## config.mk

```make
export PLATFORM = sky130hd
export DESIGN_NAME = gpaf_hotkey
export DESIGN_NICKNAME = d
export VERILOG_FILES = /design/src/logic/gpaf_pkg.sv /design/src/logic/gpaf_sync.sv /design/src/logic/gpaf_hotkey.sv
export VERILOG_INCLUDE_DIRS = /design/src /design/src/logic
export SDC_FILE = /design/constraint.sdc
export NUM_CORES = 1
export LEC_CHECK = 0
export BUFFER_PORTS_ARGS = -buffer_cell sky130_fd_sc_hd__buf_2
export CORE_UTILIZATION = 35
export DETAILED_ROUTE_END_ITERATION = 8
export GPL_ROUTABILITY_DRIVEN = 0
export PLACE_DENSITY = 0.6
export SYNTH_ARGS = -nofsm -noshare
export SYNTH_HDL_FRONTEND = slang
export SYNTH_SLANG_ARGS = --single-unit
```

## constraint.sdc

```tcl
create_clock -name CLK -period 10.73 [get_ports CLK]
set_input_delay 1.073 -clock CLK [delete_from_list [all_inputs] [get_ports CLK]]
set_output_delay 1.073 -clock CLK [all_outputs]
set_load 0.01 [all_outputs]
```

## src/logic/gpaf_params.svh

```systemverilog
// Constants and register addresses for the pin function and wake input block.
// Assumes the register decoder above it presents byte-wide writes and reads.
`ifndef GPAF_PARAMS_SVH
`define GPAF_PARAMS_SVH
// ****************************************
// Register addresses
// ****************************************
`define GPAF_ADDR_DIR_MSB   8'h89
`define GPAF_ADDR_DIR_CSB   8'h8A
`define GPAF_ADDR_DIR_LSB   8'h8B
`define GPAF_ADDR_EDGE_MSB  8'h8C
`define GPAF_ADDR_EDGE_CSB  8'h8D
`define GPAF_ADDR_EDGE_LSB  8'h8E
`define GPAF_ADDR_RISE_MSB  8'h8F
`define GPAF_ADDR_RISE_CSB  8'h90
`define GPAF_ADDR_RISE_LSB  8'h91
`define GPAF_ADDR_FALL_MSB  8'h92
`define GPAF_ADDR_FALL_CSB  8'h93
`define GPAF_ADDR_FALL_LSB  8'h94
`define GPAF_ADDR_FU_HIGH   8'h9B
`define GPAF_ADDR_FU_MID    8'h9C
`define GPAF_ADDR_FU_LOW    8'h9D
`define GPAF_ADDR_FL_HIGH   8'h9E
`define GPAF_ADDR_FL_MID    8'h9F
`define GPAF_ADDR_FL_LOW    8'hA0
// ****************************************
// Codes, resets and timing
// ****************************************
`define GPAF_CODE_PRIMARY   2'h0
`define GPAF_CODE_ALT1      2'h1
`define GPAF_CODE_ALT2      2'h2
`define GPAF_CODE_ALT3      2'h3
`define GPAF_RESET_BYTE     8'h00
`define GPAF_RESET_PINS     24'h000000
`define GPAF_CLK_MHZ        40
`define GPAF_PULSE_NS       250
`define GPAF_PULSE_CYCLES   ((`GPAF_PULSE_NS * `GPAF_CLK_MHZ) / 1000)
`define GPAF_MIN_WAKE_NS    62500
`endif

```

## src/logic/gpaf_pkg.sv

```systemverilog
// Types shared by the pin function block.
// Assumes the params header is included by its users.
package gpaf_pkg;
	typedef struct packed {
		logic       wr;
		logic       rd;
		logic [7:0] addr;
		logic [7:0] wdata;
	} gpaf_bus_t;
	typedef enum logic [1:0] {
		GPAF_PRIMARY,
		GPAF_ALT1,
		GPAF_ALT2,
		GPAF_ALT3
	} gpaf_func_t;
	typedef enum {
		GPAF_RUN,
		GPAF_SLEEP
	} gpaf_mode_t;
endpackage : gpaf_pkg

```

## src/logic/gpaf_sync.sv

```systemverilog
// Three-stage input synchroniser for pins.
// Assumes inputs are asynchronous to CLK; change accepted when stages two and three agree.
`timescale 1ns/1ps
module gpaf_sync #(
	parameter int WIDTH = 24
) (
	input  wire logic             CLK,
	input  wire logic             RST,
	input  wire logic [WIDTH-1:0] async_in,
	output logic      [WIDTH-1:0] sync_out
);
	logic [WIDTH-1:0] s1;
	logic [WIDTH-1:0] s2;
	logic [WIDTH-1:0] s3;
	logic [WIDTH-1:0] next_sync_out;

	always_comb begin
		next_sync_out = sync_out;
		for (int i = 0; i < WIDTH; i++) begin
			if (s2[i] == s3[i]) begin
				next_sync_out[i] = s3[i];
			end
		end
	end

	always_ff @(posedge CLK or posedge RST) begin
		if (RST) begin
			s1       <= '0;
			s2       <= '0;
			s3       <= '0;
			sync_out <= '0;
		end else begin
			s1       <= async_in;
			s2       <= s1;
			s3       <= s2;
			sync_out <= next_sync_out;
		end
	end
endmodule : gpaf_sync

```

## src/logic/gpaf_hotkey.sv

```systemverilog
// Pin function select, direction, edge detection and wake logic for a 24-pin expander.
// Assumes an I2C slave decoder delivers byte writes and reads; CLK runs in both modes.
`include "gpaf_params.svh"
`timescale 1ns/1ps
module gpaf_hotkey #(
	parameter int NPINS = 24
) (
	input  wire logic                   CLK,
	input  wire logic                   RST,
	input  wire gpaf_pkg::gpaf_bus_t    BUS,
	output logic      [7:0]             RDATA,
	input  wire logic                   GLOBAL_INT_EN,
	input  wire logic [NPINS-1:0]       PIN_INT_EN,
	input  wire logic                   INT_EDGE_MODE,
	input  wire logic                   SLEEP_REQ,
	input  wire logic [NPINS-1:0]       PIN_IN,
	input  wire logic [NPINS-1:0]       GPIO_OUT_VAL,
	input  wire logic [NPINS-1:0]       ALT1_OUT,
	input  wire logic [NPINS-1:0]       ALT2_OUT,
	input  wire logic [NPINS-1:0]       ALT3_OUT,
	input  wire logic [NPINS-1:0]       PRIM_OUT,
	output logic      [NPINS-1:0]       PIN_OUT,
	output logic      [NPINS-1:0]       PIN_OE,
	output logic      [NPINS-1:0]       GPIO_IN_VAL,
	output logic      [2*NPINS-1:0]     PIN_FUNC,
	output logic      [NPINS-1:0]       EDGE_FLAGS,
	output logic                        ASLEEP,
	output logic                        WAKE,
	output logic                        INT_REQ
);
	localparam int PW = (`GPAF_PULSE_CYCLES < 1) ? 1 : `GPAF_PULSE_CYCLES;

	// ****************************************
	// Helpers
	// ****************************************
	function automatic logic [7:0] get_byte(input logic [23:0] v, input logic [1:0] sel);
		logic [7:0] r;
		r = v[7:0];
		case (sel)
			2'h2:    r = v[23:16];
			2'h1:    r = v[15:8];
			default: r = v[7:0];
		endcase
		return r;
	endfunction : get_byte

	function automatic logic [23:0] put_byte(input logic [23:0] v, input logic [1:0] sel,
						 input logic [7:0] b);
		logic [23:0] r;
		r = v;
		case (sel)
			2'h2:    r[23:16] = b;
			2'h1:    r[15:8]  = b;
			default: r[7:0]   = b;
		endcase
		return r;
	endfunction : put_byte

	// ****************************************
	// Registers
	// ****************************************
	logic [23:0] func_upper;
	logic [23:0] func_lower;
	logic [23:0] pin_direction;
	logic [23:0] rising_edge_enable;
	logic [23:0] falling_edge_enable;
	logic [23:0] edge_detect_flags;
	logic [23:0] next_func_upper;
	logic [23:0] next_func_lower;
	logic [23:0] next_pin_direction;
	logic [23:0] next_rising;
	logic [23:0] next_falling;
	logic [23:0] next_flags;
	logic [7:0]  next_rdata;
	logic [23:0] pin_sync;
	logic [23:0] pin_prev;
	logic [23:0] is_gpio_in;
	logic [23:0] edge_hit;
	logic [23:0] clear_mask;
	logic [47:0] func_all;
	logic        any_pending;
	logic        pending_prev;
	logic [7:0]  pulse_cnt;
	logic [7:0]  next_pulse_cnt;
	logic        next_int_req;
	gpaf_pkg::gpaf_mode_t mode;
	gpaf_pkg::gpaf_mode_t next_mode;

	// Both modes run the same clocked path, so nothing changes for wake in sleep
	gpaf_sync #(.WIDTH(NPINS)) u_sync (
		.CLK      (CLK),
		.RST      (RST),
		.async_in (PIN_IN),
		.sync_out (pin_sync)
	);

	assign func_all = {func_upper, func_lower};

	always_comb begin
		for (int i = 0; i < NPINS; i++) begin
			PIN_FUNC[2*i +: 2] = func_all[2*i +: 2];
			is_gpio_in[i] = (func_all[2*i +: 2] == `GPAF_CODE_PRIMARY) && !pin_direction[i];
			case (func_all[2*i +: 2])
				`GPAF_CODE_ALT1: begin
					PIN_OUT[i] = ALT1_OUT[i];
					PIN_OE[i]  = 1'b1;
				end
				`GPAF_CODE_ALT2: begin
					PIN_OUT[i] = ALT2_OUT[i];
					PIN_OE[i]  = 1'b1;
				end
				`GPAF_CODE_ALT3: begin
					PIN_OUT[i] = ALT3_OUT[i];
					PIN_OE[i]  = 1'b1;
				end
				default: begin
					PIN_OUT[i] = GPIO_OUT_VAL[i] | PRIM_OUT[i];
					PIN_OE[i]  = pin_direction[i];
				end
			endcase
		end
	end

	assign GPIO_IN_VAL = pin_sync;
	assign EDGE_FLAGS  = edge_detect_flags;
	assign ASLEEP      = (mode == gpaf_pkg::GPAF_SLEEP);

	// ****************************************
	// Register writes and edge flags
	// ****************************************
	always_comb begin
		next_func_upper    = func_upper;
		next_func_lower    = func_lower;
		next_pin_direction = pin_direction;
		next_rising        = rising_edge_enable;
		next_falling       = falling_edge_enable;
		clear_mask         = `GPAF_RESET_PINS;
		if (BUS.wr) begin
			case (BUS.addr)
				`GPAF_ADDR_FU_HIGH:  next_func_upper = put_byte(func_upper, 2'h2, BUS.wdata);
				`GPAF_ADDR_FU_MID:   next_func_upper = put_byte(func_upper, 2'h1, BUS.wdata);
				`GPAF_ADDR_FU_LOW:   next_func_upper = put_byte(func_upper, 2'h0, BUS.wdata);
				`GPAF_ADDR_FL_HIGH:  next_func_lower = put_byte(func_lower, 2'h2, BUS.wdata);
				`GPAF_ADDR_FL_MID:   next_func_lower = put_byte(func_lower, 2'h1, BUS.wdata);
				`GPAF_ADDR_FL_LOW:   next_func_lower = put_byte(func_lower, 2'h0, BUS.wdata);
				`GPAF_ADDR_DIR_MSB:  next_pin_direction = put_byte(pin_direction, 2'h2, BUS.wdata);
				`GPAF_ADDR_DIR_CSB:  next_pin_direction = put_byte(pin_direction, 2'h1, BUS.wdata);
				`GPAF_ADDR_DIR_LSB:  next_pin_direction = put_byte(pin_direction, 2'h0, BUS.wdata);
				`GPAF_ADDR_RISE_MSB: next_rising = put_byte(rising_edge_enable, 2'h2, BUS.wdata);
				`GPAF_ADDR_RISE_CSB: next_rising = put_byte(rising_edge_enable, 2'h1, BUS.wdata);
				`GPAF_ADDR_RISE_LSB: next_rising = put_byte(rising_edge_enable, 2'h0, BUS.wdata);
				`GPAF_ADDR_FALL_MSB: next_falling = put_byte(falling_edge_enable, 2'h2, BUS.wdata);
				`GPAF_ADDR_FALL_CSB: next_falling = put_byte(falling_edge_enable, 2'h1, BUS.wdata);
				`GPAF_ADDR_FALL_LSB: next_falling = put_byte(falling_edge_enable, 2'h0, BUS.wdata);
				`GPAF_ADDR_EDGE_MSB: clear_mask = put_byte(`GPAF_RESET_PINS, 2'h2, BUS.wdata);
				`GPAF_ADDR_EDGE_CSB: clear_mask = put_byte(`GPAF_RESET_PINS, 2'h1, BUS.wdata);
				`GPAF_ADDR_EDGE_LSB: clear_mask = put_byte(`GPAF_RESET_PINS, 2'h0, BUS.wdata);
				default: begin
				end
			endcase
		end
		edge_hit = is_gpio_in & ((rising_edge_enable & pin_sync & ~pin_prev) |
			   (falling_edge_enable & ~pin_sync & pin_prev));
		// Set beats clear so an edge in the clearing cycle survives
		next_flags = (edge_detect_flags & ~clear_mask) | edge_hit;
	end

	always_comb begin
		next_rdata = `GPAF_RESET_BYTE;
		if (BUS.rd) begin
			case (BUS.addr)
				`GPAF_ADDR_FU_HIGH:  next_rdata = get_byte(func_upper, 2'h2);
				`GPAF_ADDR_FU_MID:   next_rdata = get_byte(func_upper, 2'h1);
				`GPAF_ADDR_FU_LOW:   next_rdata = get_byte(func_upper, 2'h0);
				`GPAF_ADDR_FL_HIGH:  next_rdata = get_byte(func_lower, 2'h2);
				`GPAF_ADDR_FL_MID:   next_rdata = get_byte(func_lower, 2'h1);
				`GPAF_ADDR_FL_LOW:   next_rdata = get_byte(func_lower, 2'h0);
				`GPAF_ADDR_DIR_MSB:  next_rdata = get_byte(pin_direction, 2'h2);
				`GPAF_ADDR_DIR_CSB:  next_rdata = get_byte(pin_direction, 2'h1);
				`GPAF_ADDR_DIR_LSB:  next_rdata = get_byte(pin_direction, 2'h0);
				`GPAF_ADDR_EDGE_MSB: next_rdata = get_byte(edge_detect_flags, 2'h2);
				`GPAF_ADDR_EDGE_CSB: next_rdata = get_byte(edge_detect_flags, 2'h1);
				`GPAF_ADDR_EDGE_LSB: next_rdata = get_byte(edge_detect_flags, 2'h0);
				`GPAF_ADDR_RISE_MSB: next_rdata = get_byte(rising_edge_enable, 2'h2);
				`GPAF_ADDR_RISE_CSB: next_rdata = get_byte(rising_edge_enable, 2'h1);
				`GPAF_ADDR_RISE_LSB: next_rdata = get_byte(rising_edge_enable, 2'h0);
				`GPAF_ADDR_FALL_MSB: next_rdata = get_byte(falling_edge_enable, 2'h2);
				`GPAF_ADDR_FALL_CSB: next_rdata = get_byte(falling_edge_enable, 2'h1);
				`GPAF_ADDR_FALL_LSB: next_rdata = get_byte(falling_edge_enable, 2'h0);
				default:             next_rdata = `GPAF_RESET_BYTE;
			endcase
		end else begin
			next_rdata = RDATA;
		end
	end

	// ****************************************
	// Interrupt, wake and sleep
	// ****************************************
	always_comb begin
		any_pending    = GLOBAL_INT_EN && |(edge_detect_flags & PIN_INT_EN & is_gpio_in);
		next_pulse_cnt = (pulse_cnt != 8'h00) ? pulse_cnt - 8'h01 : 8'h00;
		if (INT_EDGE_MODE && any_pending && !pending_prev) begin
			next_pulse_cnt = 8'(PW);
		end
		next_int_req = INT_EDGE_MODE ? (next_pulse_cnt != 8'h00) : any_pending;
		WAKE         = any_pending && (mode == gpaf_pkg::GPAF_SLEEP);
		case (mode)
			gpaf_pkg::GPAF_RUN:   next_mode = SLEEP_REQ ? gpaf_pkg::GPAF_SLEEP : gpaf_pkg::GPAF_RUN;
			gpaf_pkg::GPAF_SLEEP: next_mode = any_pending ? gpaf_pkg::GPAF_RUN : gpaf_pkg::GPAF_SLEEP;
			default:              next_mode = gpaf_pkg::GPAF_RUN;
		endcase
	end

	always_ff @(posedge CLK or posedge RST) begin
		if (RST) begin
			func_upper          <= `GPAF_RESET_PINS;
			func_lower          <= `GPAF_RESET_PINS;
			pin_direction       <= `GPAF_RESET_PINS;
			rising_edge_enable  <= `GPAF_RESET_PINS;
			falling_edge_enable <= `GPAF_RESET_PINS;
			edge_detect_flags   <= `GPAF_RESET_PINS;
			pin_prev            <= `GPAF_RESET_PINS;
			RDATA               <= `GPAF_RESET_BYTE;
			pending_prev        <= 1'b0;
			pulse_cnt           <= 8'h00;
			INT_REQ             <= 1'b0;
			mode                <= gpaf_pkg::GPAF_RUN;
		end else begin
			func_upper          <= next_func_upper;
			func_lower          <= next_func_lower;
			pin_direction       <= next_pin_direction;
			rising_edge_enable  <= next_rising;
			falling_edge_enable <= next_falling;
			edge_detect_flags   <= next_flags;
			pin_prev            <= pin_sync;
			RDATA               <= next_rdata;
			pending_prev        <= any_pending;
			pulse_cnt           <= next_pulse_cnt;
			INT_REQ             <= next_int_req;
			mode                <= next_mode;
		end
	end
endmodule : gpaf_hotkey

```

# Yosys cells after proc, flatten, opt, wreduce, memory -nomap -nowiden
# Cells that the tools add are included.
[op_classes]
reduce_logical = 120
bitwise = 52
eq_ne = 116
n_addsub = 1
n_mux = 62
[op_table]
columns = ["operator", "n"]
rows = [
  ["one-hot mux 24 bit (3 select lines)", 6],
  ["AND 24 bit", 8],
  ["== test 8 bit, second input constant", 18],
  ["one-hot mux 8 bit (18 select lines)", 1],
  ["== test 2 bit, second input constant", 48],
  ["NOT 24 bit", 3],
  ["one-hot mux 1 bit (3 select lines)", 24],
  ["OR reduction 3 bit", 24],
  ["AND reduction 4 bit", 15],
  ["== test 2 x 1 -> 1 bit, second input constant", 24],
  ["logical NOT 2 bit", 24],
  ["OR 24 bit", 2],
  ["== test 32 x 1 -> 1 bit, second input constant", 1],
  ["== test 32 x 2 -> 1 bit, second input constant", 1],
  ["logical NOT 32 bit", 1],
  ["logical AND 1 bit", 28],
  ["2-to-1 mux 1 bit", 27],
  ["logical NOT 1 bit", 25],
  ["== test 1 bit", 24],
  ["2-to-1 mux 24 bit", 1],
  ["OR 1 bit", 24],
  ["OR reduction 24 bit", 1],
  ["2-to-1 mux 8 bit", 2],
  ["nonzero test 8 bit", 2],
  ["other kinds (3)", 17],
]
[totals]
elab_cells = 400
register_bits = 314
input_bits = 191
out_inout_bits = 155

# Longest topological paths before layout
# Gate-level depths: netlist (run 1).
[logic_depth]
ltp_word = 10
depth_mapped = 9
ltp_nobuf = 7

# Modules after synthesis
# Synthesis (run 1) repeated with hierarchy kept, for this count alone.
[unflattened]
cells_unflattened = 1003
area_unflattened_um2 = 12512.0
[by_module_without_submodules]
columns = ["module", "n_inst", "cells_each", "seq_area_each_um2", "area_each_um2"]
rows = [
  ["gpaf_hotkey", 1, 882, 4679.5, 9835.7],
  ["gpaf_sync", 1, 121, 2402.3, 2676.3],
]

# Least setup slack after synthesis (run 1)
# OpenSTA, ideal clock, no wires.
[synth_timing]
kind = "input to output"
from = "input port PIN_INT_EN[18]"
to = "output port WAKE"
stages = 4
arrival_time_ns = 2.045
slack_ns = 7.612
required_ns = 9.657
path_buffers = 0
path_cell_list = "and3_1 -> or4_1 -> nor2_1 -> nor2_1"
[synth_between]
elab_chain_len = 5
[synth_rtl]
columns = ["element", "line", "rtl"]
rows = [
  ["start: declaration", "gpaf_hotkey.sv:13", "input wire logic [NPINS-1:0] PIN_INT_EN,"],
  ["AND 24 bit (2 in series)", "gpaf_hotkey.sv:201", "any_pending = GLOBAL_INT_EN && |(edge_detect_flags & PIN_INT_EN & is_gpio_in);"],
  ["OR reduction 24 bit", "gpaf_hotkey.sv:201", ""],
  ["logical AND 1 bit", "gpaf_hotkey.sv:201", ""],
  ["logical AND 1 bit", "gpaf_hotkey.sv:207", "WAKE = any_pending && (mode == gpaf_pkg::GPAF_SLEEP);"],
  ["end: declaration", "gpaf_hotkey.sv:28", "output logic WAKE,"],
]
# No other way between the ends.

# Worst setup path in the final report (run 1)
[layout_timing]
from = "register func_upper[18]"
to = "output port WAKE"
[layout_between]
elab_chain_len = 6
[layout_rtl]
columns = ["element", "line", "rtl"]
rows = [
  ["start: declaration", "gpaf_hotkey.sv:62", "logic [23:0] func_upper;"],
  ["start signal: assignment", "gpaf_hotkey.sv:217", "func_upper <= `GPAF_RESET_PINS;"],
  ["start signal: assignment", "gpaf_hotkey.sv:230", "func_upper <= next_func_upper;"],
  ["logical NOT 2 bit (no line)", "-", ""],
  ["logical AND 1 bit", "gpaf_hotkey.sv:102", "is_gpio_in[i] = (func_all[2*i +: 2] == `GPAF_CODE_PRIMARY) && !pin_direction[i];"],
  ["AND 24 bit", "gpaf_hotkey.sv:201", ""],
  ["OR reduction 24 bit", "gpaf_hotkey.sv:201", ""],
  ["logical AND 1 bit", "gpaf_hotkey.sv:201", ""],
  ["logical AND 1 bit", "gpaf_hotkey.sv:207", ""],
]
# No other way between the ends.

==> results of run 1 <==
[per-layer routing]
| metal | vias to the layer above | GRT usage [%] |
|---|---|---|
| li1 | 4438 | - |
| met1 | 5084 | 32.9 |
| met2 | 560 | 39.5 |
| met3 | 76 | 4.59 |
| met4 | 0 | 9.06 |
| met5 | - | 0 |
[cell type report]
type                    instances  area (um^2)  share of cell area [%]
flip-flops and latches        283         7080                    44.3
multi-input cells             649         5240                    32.8
repair buffers                358         1820                    11.4
clock buffers                  47          992                    6.20
well taps                     461          577                    3.61
clock inverters                15          174                    1.09
inverters                      26          105                   0.657
[stage by stage]
stage	total power, mW	util, %	hold WS (ns)	worst slack (ns)	instance area [um^2]
global route	3.11	45.0	0.351	6.84	16000
detailed placement	1.80	41.7	0.336	7.03	14800
CTS	3.00	45.0	0.345	6.89	16000
global placement	1.79	41.7	0.332	6.99	14800
finish	2.98	45.0	0.344	6.93	16000
floorplan	1.54	-	0.331	1.85	12600
[worst max-delay path: stages (launching register included)]
cell and delay (ns):
dfrtp_1 0.50, nor3_1 0.63, nand3_1 0.29, and4_1 0.30
nand4_1 0.13, nor2_1 0.11, nor2_1 0.11, buf_2 0.13
[path summary, 6_finish.rpt]
| kind | startpoint | to | slack (ns) | cells past startpoint |
|---|---|---|---|---|
| worst max-delay path | func_upper[18] | WAKE | 6.93 | 7 |
| worst min-delay path | u_sync.s1[7] | u_sync.s2[7] | 0.34 | 0 |
| worst max register to register | func_upper[18] | pulse_cnt[6] | 8.43 | 6 |
| worst min register to register | u_sync.s1[7] | u_sync.s2[7] | 0.34 | 0 |
| max in group asynchronous | RST | pending_prev | 8.32 | 3 |
| min in group asynchronous | RST | u_sync.s1[14] | 0.71 | 2 |
[where the power goes]
group / switching (mW) / internal [mW] / total (mW)
clock: 0.472 / 0.725 / 1.20
sequential: 0.144 / 1.17 / 1.32
combinational: 0.254 / 0.210 / 0.464
total: 0.870 / 2.11 / 2.98
[kinds of logic (layout without fill, tap and decap cells)]
kind of cell / after synthesis / count (layout) / share of synthesized area, %
simple gates: 290 / 290 / 12.7
flops: 283 / 283 / 56.0
mux: 169 / 169 / 17.1
compound gates: 161 / 161 / 9.29
buf+inv: 74 / 446 / 2.60
fa+ha+maj: 26 / 26 / 2.10
xor+xnor: 3 / 3 / 0.208
[synthesized netlist by cell type, types with 4 or more instances]
master,number,area (um^2)
a311oi_1,6,52.6
a22o_1,26,228
a221oi_1,5,43.8
mux2i_1,18,180
maj3_1,24,240
nor2_2,4,25.0
nand2b_1,6,37.5
nand3_1,56,280
buf_2,14,70.1
o22a_1,5,43.8
nor2_1,35,131
a32o_1,6,60.1
buf_1,7,26.3
o22ai_1,29,181
or2_2,25,156
dfrtp_1,283,7080
mux4_2,25,563
clkbuf_1,21,78.8
nor3b_1,4,30.0
a32oi_1,5,43.8
nand3_2,4,40.0
nor3_1,30,150
mux2_2,126,1420
inv_1,26,97.6
a22oi_1,11,82.6
a21oi_1,18,90.1
nand2_1,78,293
or3_1,6,37.5
and3_1,7,43.8
a31oi_1,4,25.0
o21ai_0,21,105
==> impl_metrics.toml, run 1 <==
[outcome]
status = "finished clean"

[clock_network]
cts_resized = 0
clockRootBuffer = "clkbuf_16"
cts.sinks = 283
ctsHoldBuffers = 0
cts_made_buffers = 35
clk_pin_slew_worst_paths_ns = 0.06
insertion_delay_ns = 0.54
cts_setup_buffers = 0
clockBufferDepth = 3
htreeDepth = 2
cts_tree = "built"

[die]
io_pins = 346
die_area_mm2 = 0.0369
core_mm2 = 0.0356
die_height_um = 192
rows = 69
initial_core_util_pct = 35.6
die_w_um = 192

[grt]
grt_pass1_vias = 10000
grt_pass1_wl_um = 65900
overflow = 0
grt_max_degree = 135
antenna_found_initial = 0
track_usage_pct = 24.6

[final_layout]
area_growth_pct = 26.5
layout-drive-gt1-share_pct = 45.0
diodes = 0
nNetsFinal = 1546
layout_common_cells = "buf_2, dfrtp_1, mux2_2, nand2_1, nand3_1"
final_cells = 1839
final_common_cell = "buf_2"
n_fill_cell = 3321

[timing]
finalSetupViolCount = 0
slew_violations = 0
min_period_over_period_pct = 35.4
skew_ns = 0.0333
rsz0062_at_grt = "no"
tns_ns = 0
tightest_slew_ns = 1.10
relSlewSlack_pct = 26.6
hold_viol_final = 0
timing.fmax_mhz = 263
layout_min_cycle_time_ns = 3.80

[critical_path]
path_class = "reg -> out"
critPathMaxFanout = 5
required_ns = 9.66
worstPathArrival_ns = 2.73
worstSetupEndpointType = "output port"
start_kind = "register"

[synthesis]
yosysSeqAreaShare_pct = 56.0
synth-edff-count = 0
synth_cell_types = 71
synth_area_mm2 = 0.0126
syn_nets = 1199
synth_warnings = 0
synth_async_sr_flop_share_pct = 100
synth.avg_cell_area_um2 = 12.6
ys_ff_latch = 283
synthCells = 1006
ys.flop_type = "dfrtp_1"

[power_and_ir_drop]
vdd_drop_max_v = 0.000109
p_per_area_mw_per_mm2 = 186
p_leak_nw = 7.63

[run]
cap_violations = 0

[place]
io_buffers = 345
place_hpwl_um = 32800
place_inst = 1777

[route]
drtIter0Drc = 748
vias = 10200
via_per_inst = 5.52
ant_nets = 0
met1_length_um = 18600
routed_wirelength_um = 45100
met3_length_um = 3910
firstDrtPassIters = 5
wire_per_inst_um = 24.5
top_layer_used = "met4"
drc = 0
dr_wl_met2_um = 21000

[min_path]
hp-class = "reg -> reg"
Note: power is estimated with default switching activity, not from simulation.
==> run 2, diff against run 1 <==
--- a/config.mk
+++ b/config.mk
@@ -10,7 +10,7 @@
 export CORE_UTILIZATION = 35
 export DETAILED_ROUTE_END_ITERATION = 8
 export GPL_ROUTABILITY_DRIVEN = 0
-export PLACE_DENSITY = 0.6
+export PLACE_DENSITY = 0.62
 export SYNTH_ARGS = -nofsm -noshare
 export SYNTH_HDL_FRONTEND = slang
 export SYNTH_SLANG_ARGS = --single-unit
==> constraint.sdc (replaced) <==
create_clock -name CLK -period 3.3 [get_ports CLK]
set_input_delay 0.33 -clock CLK [delete_from_list [all_inputs] [get_ports CLK]]
set_output_delay 0.33 -clock CLK [all_outputs]
set_load 0.01 [all_outputs]
==> run 2 against run 1 <==
Combinational power grew to 3.4 times the previous value. Flip-flop and latch count stayed put. Cell area is 2.2% higher. Non-clock buffer count is 48 higher. Wire length is 2.7% higher. Utilization is 1.0 points higher. Worst hold slack worse by 0.28 ns. Power grew to 3.2 times the previous value. Die area stayed put. Sequential power grew to 3.2 times the previous value. Highest routed layer is now met5.
==> impl_metrics.toml, run 2 (synthesis gave the netlist of run 1 again) <==
[final_layout]
fin_util_pct = 46.0
nNetsFinal = 1593
final_common_cell = "buf_2"
area_growth_pct = 29.3
layout_common_cells = "buf_2, dfrtp_1, mux2_2, nand2_1, nand3_1"
diodes = 0
layout-drive-gt1-share_pct = 45.0

[critical_path]
path_delay_family = "simple AND/OR/NAND/NOR gates"
critPathMaxFanout = 5
worstSetupEndpointType = "output port"
critPathSlowestCell = "dfrtp_1"
crit_top_cell = "nor2_1"
max_stage_delay_ns = 0.59
path_buf_inv = 1
crit_chain = "or3_1 -> o22ai_1 -> a311oi_1 -> nand4_1 -> nor2_1 -> nor2_1 -> buf_2"
worstPathArrival_ns = 2.80
start_kind = "register"
required_ns = 2.97
path_class = "reg -> out"

[grt]
grt_max_degree = 60
track_usage_pct = 24.9
overflow = 0
antenna_found_initial = 1
grt_pass1_wl_um = 67100
grt_pass1_vias = 10100

[clock_network]
cts.sinks = 283
cts_made_buffers = 34
clk_pin_slew_worst_paths_ns = 0.06
insertion_delay_ns = 0.51
cts_tree = "built"
clockRootBuffer = "clkbuf_16"
clockBufferDepth = 3
htreeDepth = 2
cts_resized = 0

[place]
place_hpwl_um = 34400
io_buffers = 345
dp_slack_ns = 0.681

[die]
die_area_mm2 = 0.0369
core_mm2 = 0.0356
io_pins = 346
rows = 69
die_w_um = 192
initial_core_util_pct = 35.6
die_height_um = 192

[timing]
hold_viol_final = 0
slew_violations = 0
tightest_slew_ns = 1.08
setup_slack_ns = 0.166
skew_ns = 0.0176
min_period_over_period_pct = 95.0
tns_ns = 0
relSlewSlack_pct = 27.7
finalSetupViolCount = 0
rsz0062_at_grt = "no"
timing.fmax_mhz = 319
layout_min_cycle_time_ns = 3.13
fin_hold_ws_ns = 0.0683

[route]
drtIter0Drc = 1034
drc = 0
ant_nets = 0
via_per_inst = 5.56
vias = 10500
firstDrtPassIters = 5
wire_per_inst_um = 24.6
routed_wirelength_um = 46300

[outcome]
status = "finished clean"

[power_and_ir_drop]
p_leak_nw = 7.82
vdd_drop_max_v = 0.000317
p_per_area_mw_per_mm2 = 577

[run]
cap_violations = 0

[min_path]
hp-class = "in -> async"
==> run 2: cell count changes in the layout (fill, tap and decap cells not counted), sizes merged <==
cell and change:
buf +24, dlygate4sd3 +24, bufinv -2, clkinv -2
clkbuf -1, clkinvlp -1, inv -1
==> run 2: path summary, 6_finish.rpt <==
path / start / end / slack [ns] / cells after the start
max: func_upper[2] / WAKE / 0.17 / 7
min: RST / u_sync.s2[6] / 0.07 / 2
max reg2reg: func_upper[2] / pulse_cnt[2] / 0.86 / 6
min reg2reg: u_sync.s1[18] / u_sync.s2[18] / 0.34 / 0
max in group asynchronous: RST / rising_edge_enable[18] / 2.36 / 3
min in group CLK: SLEEP_REQ / mode[0] / 0.07 / 2
==> run 2: final cells by class <==
class,instances,area [um^2]
fillers,3330,19200
flip-flops and latches,283,7080
multi-input cells,649,5240
repair buffers,406,2290
clock buffers,46,977
well taps,461,577
inverters,26,101
clock inverters,9,77.6
==> run 2: metal layers <==
metal  vias to the layer above  global-route usage (%)  wire length (um)
li1                       4542                       -                 -
met1                      5211                    33.2             18600
met2                       613                    40.8             22000
met3                        84                    5.01              4340
met4                         2                    7.69              1310
met5                         -                       0                13
==> run 2: worst reg2reg max path, cell delays in order (launching register included) <==
cell	delay, ns
dfrtp_1	0.59
or3_1	0.24
o22ai_1	0.17
a311oi_1	0.44
nand4_1	0.30
o21ba_2	0.34
nor4_1	0.26
==> run 2: where the power goes <==
group | internal (mW) | total [mW] | switching (mW)
sequential | 3.82 | 4.27 | 0.445
clock | 2.14 | 3.59 | 1.45
combinational | 0.726 | 1.59 | 0.863
==> run 2: through the flow <==
step	cell area [um^2]	instances	total power, mW
6_report	16400	1880	9.44
5_1_grt	16400	1880	9.82
4_1_cts	16400	1880	9.51
3_5_place_dp	15100	1801	5.88
3_3_place_gp	15100	1801	5.84
2_1_floorplan	12600	1006	5.01
==> run 2: timing repair <==
action / CTS / global route
endpoints found under the hold margin: 24 / 0
hold buffers: 24 / 0
setup buffers: 0 / 0
==> run 3, diff against run 2 <==
--- a/config.mk
+++ b/config.mk
@@ -13,4 +13,5 @@
 export PLACE_DENSITY = 0.62
 export SYNTH_ARGS = -nofsm -noshare
 export SYNTH_HDL_FRONTEND = slang
+export SYNTH_HIERARCHICAL = 1
 export SYNTH_SLANG_ARGS = --single-unit
==> constraint.sdc (replaced) <==
create_clock -name CLK -period 3.3 [get_ports CLK]
set_input_delay 0.33 -clock CLK [delete_from_list [all_inputs] [get_ports CLK]]
set_output_delay 0.33 -clock CLK [all_outputs]
set_load 0.05 [all_outputs]
==> run 3 against run 2 <==
Worst setup slack worse by 0.024 ns. Cell area barely moved. Maximum frequency is 0.75% lower. Final cell count rose by 0.59%. Clock skew is 0.0069 ns lower. Power rose by 7.0%. Worst hold slack better by 0.12 ns. First-iteration DRC count is 11% lower. Wire length increased by 6.2%. Flip-flop and latch count stayed put. Register-to-register slack gained 0.05 ns. Sequential share of layout area hardly changed. Critical path type unchanged. Largest power group unchanged.
==> impl_metrics.toml, run 3 <==
[route]
drtIter0Drc = 917
firstDrtPassIters = 5
dr_wl_met2_um = 22700
via_per_inst = 5.60
ant_nets = 0
met3_length_um = 4970
vias = 10600
wire_per_inst_um = 26.0
top_layer_used = "met4"
drc = 0
met1_length_um = 19100
routed_wirelength_um = 49100

[power_and_ir_drop]
vdd_drop_max_v = 0.000382
p_leak_nw = 7.84
p_per_area_mw_per_mm2 = 617
p_int_mw = 6.52
combPwrFrac_pct = 23.9
p_sw_share_pct = 35.4
pwr-share-clk_pct = 33.6
p_seq_share_pct = 42.6
p_switching_mw = 3.58

[synthesis]
synth_cell_types = 66
yosysSeqAreaShare_pct = 56.6
yosys.area.top_type = "dfrtp_1"
ys.flop_type = "dfrtp_1"
synth.avg_cell_area_um2 = 12.5
yosysMostFrequentCell = "dfrtp_1"
synthCells = 1003
synth_area_leaders = "dfrtp_1, mux2_2, mux4_2"
synth_area_mm2 = 0.0125
synth_warnings = 6
synth-edff-count = 0
synth_top_area_share_pct = 56.6
syn_nets = 1196
synth_async_sr_flop_share_pct = 100
synthTopCellsByCount = "dfrtp_1, mux2_2, nand2_1"
ys_ff_latch = 283

[timing]
slew_violations = 0
relSlewSlack_pct = 52.2
fin_hold_ws_ns = 0.189
rsz0062_at_grt = "no"
skew_ns = 0.0106
timing.fmax_mhz = 317
hold_viol_final = 0
tightest_slew_ns = 0.712
finalSetupViolCount = 0
min_period_over_period_pct = 95.7
tns_ns = 0
layout_min_cycle_time_ns = 3.16

[place]
place_hpwl_um = 36500
io_buffers = 345

[grt]
track_usage_pct = 26.7
grt_max_degree = 50
overflow = 0
antenna_found_initial = 0
grt_pass1_wl_um = 70500
grt_pass1_vias = 10500

[die]
io_pins = 346
rows = 68
core_mm2 = 0.0349
die_height_um = 191
initial_core_util_pct = 35.9
die_w_um = 191
die_area_mm2 = 0.0365

[critical_path]
worstPathArrival_ns = 2.83
start_kind = "register"
worst-r2r-setup-slack_ns = 0.91
rr_startpoint = "func_lower[13]"
worstSetupEndpointType = "output port"
required_ns = 2.97
critPathMaxFanout = 5
path_class = "reg -> out"
reg2reg_depth = 6
reg2reg_to = "pulse_cnt[1]"

[final_layout]
fin_util_pct = 46.9
layout-drive-gt1-share_pct = 47.4
final_common_cell = "buf_2"
area_growth_pct = 30.8
layout_common_cells = "buf_2, dfrtp_1, mux2_2, nand2_1, nand3_1"
nNetsFinal = 1607
diodes = 0

[min_path]
hold_depth = 3
hp-class = "in -> reg"
min_to = "pending_prev"
worstHoldStart = "GLOBAL_INT_EN"

[clock_network]
cts_setup_buffers = 0
cts.sinks = 283
clockRootBuffer = "clkbuf_16"
cts_tree = "built"
cts_made_buffers = 31
htreeDepth = 1
insertion_delay_ns = 0.58
clockBufferDepth = 3
clk_pin_slew_worst_paths_ns = 0.06

[outcome]
status = "finished clean"

[run]
cap_violations = 0
run 3: through the flow:
stage                     area (um^2)  total power, mW  instances  setup slack (ns)
after floorplan                 12500             5.80       1003             0.465
after global placement          15000             6.66       1809             0.459
after detailed placement        15000             6.70       1809             0.430
after CTS                       16300             10.1       1891            0.0405
after global routing            16400             10.5       1891           0.00452
final                           16400             10.1       1891             0.142
run 3: final cells by class:
cell class	count	area [um^2]
tap	455	569
clock inverter	8	70.1
clock buffer	47	916
multi-input combinational	641	5210
sequential	283	7080
fill	3278	18500
inverter	33	130
timing repair buffer	424	2390
run 3: worst max path at each step:
stage / from / to / slack (ns)
detailed placement: func_upper[10] / WAKE / 0.43
CTS: func_upper[8] / WAKE / 0.04
global route: func_upper[17] / WAKE / 0.005
floorplan: RST / u_sync/s1[0] / 0.46
finish: func_lower[13] / WAKE / 0.14
global placement: func_upper[10] / WAKE / 0.46
run 3: kinds of logic after synthesis:
kind of cell / count (synthesis) / synth area share [%]
multiplexers: 166 / 17.0
flip-flops: 283 / 56.6
XOR/XNOR: 4 / 0.280
AO/OA/AOI/OAI: 158 / 8.92
AND/OR/NAND/NOR: 287 / 12.3
buffers and inverters: 79 / 2.58
adder cells (fa/ha/maj): 26 / 2.36
run 3: power by group through the flow:
stage | clock network (mW) | logic [mW] | registers (mW)
after floorplan | 0 | 0.988 | 4.81
after global placement | 0 | 2.33 | 4.33
after detailed placement | 0 | 2.36 | 4.34
after CTS | 3.45 | 2.40 | 4.29
after global routing | 3.59 | 2.55 | 4.34
final | 3.39 | 2.41 | 4.30
run 3: what timing repair did:
item,CTS,global route
hold buffers,27,0
pin swaps,0,0
resized for setup,8,12
setup endpoints to repair,1,1
cloned,0,0
endpoints found under the hold margin,93,0
run 3: routing by layer:
metal | track usage (%) | vias up
li1 | - | 4532
met3 | 6.83 | 145
met5 | 0 | -
met4 | 11.6 | 0
met2 | 42.9 | 642
met1 | 34.0 | 5268
run 3: critical path: stages (launching register included):
cell,delay (ns)
dfrtp_1,0.45
nor3_1,0.45
nand3_1,0.28
nand4_1,0.24
nor3_1,0.12
a21boi_0,0.19
buf_4,0.15
and2_1,0.11
buf_2,0.25
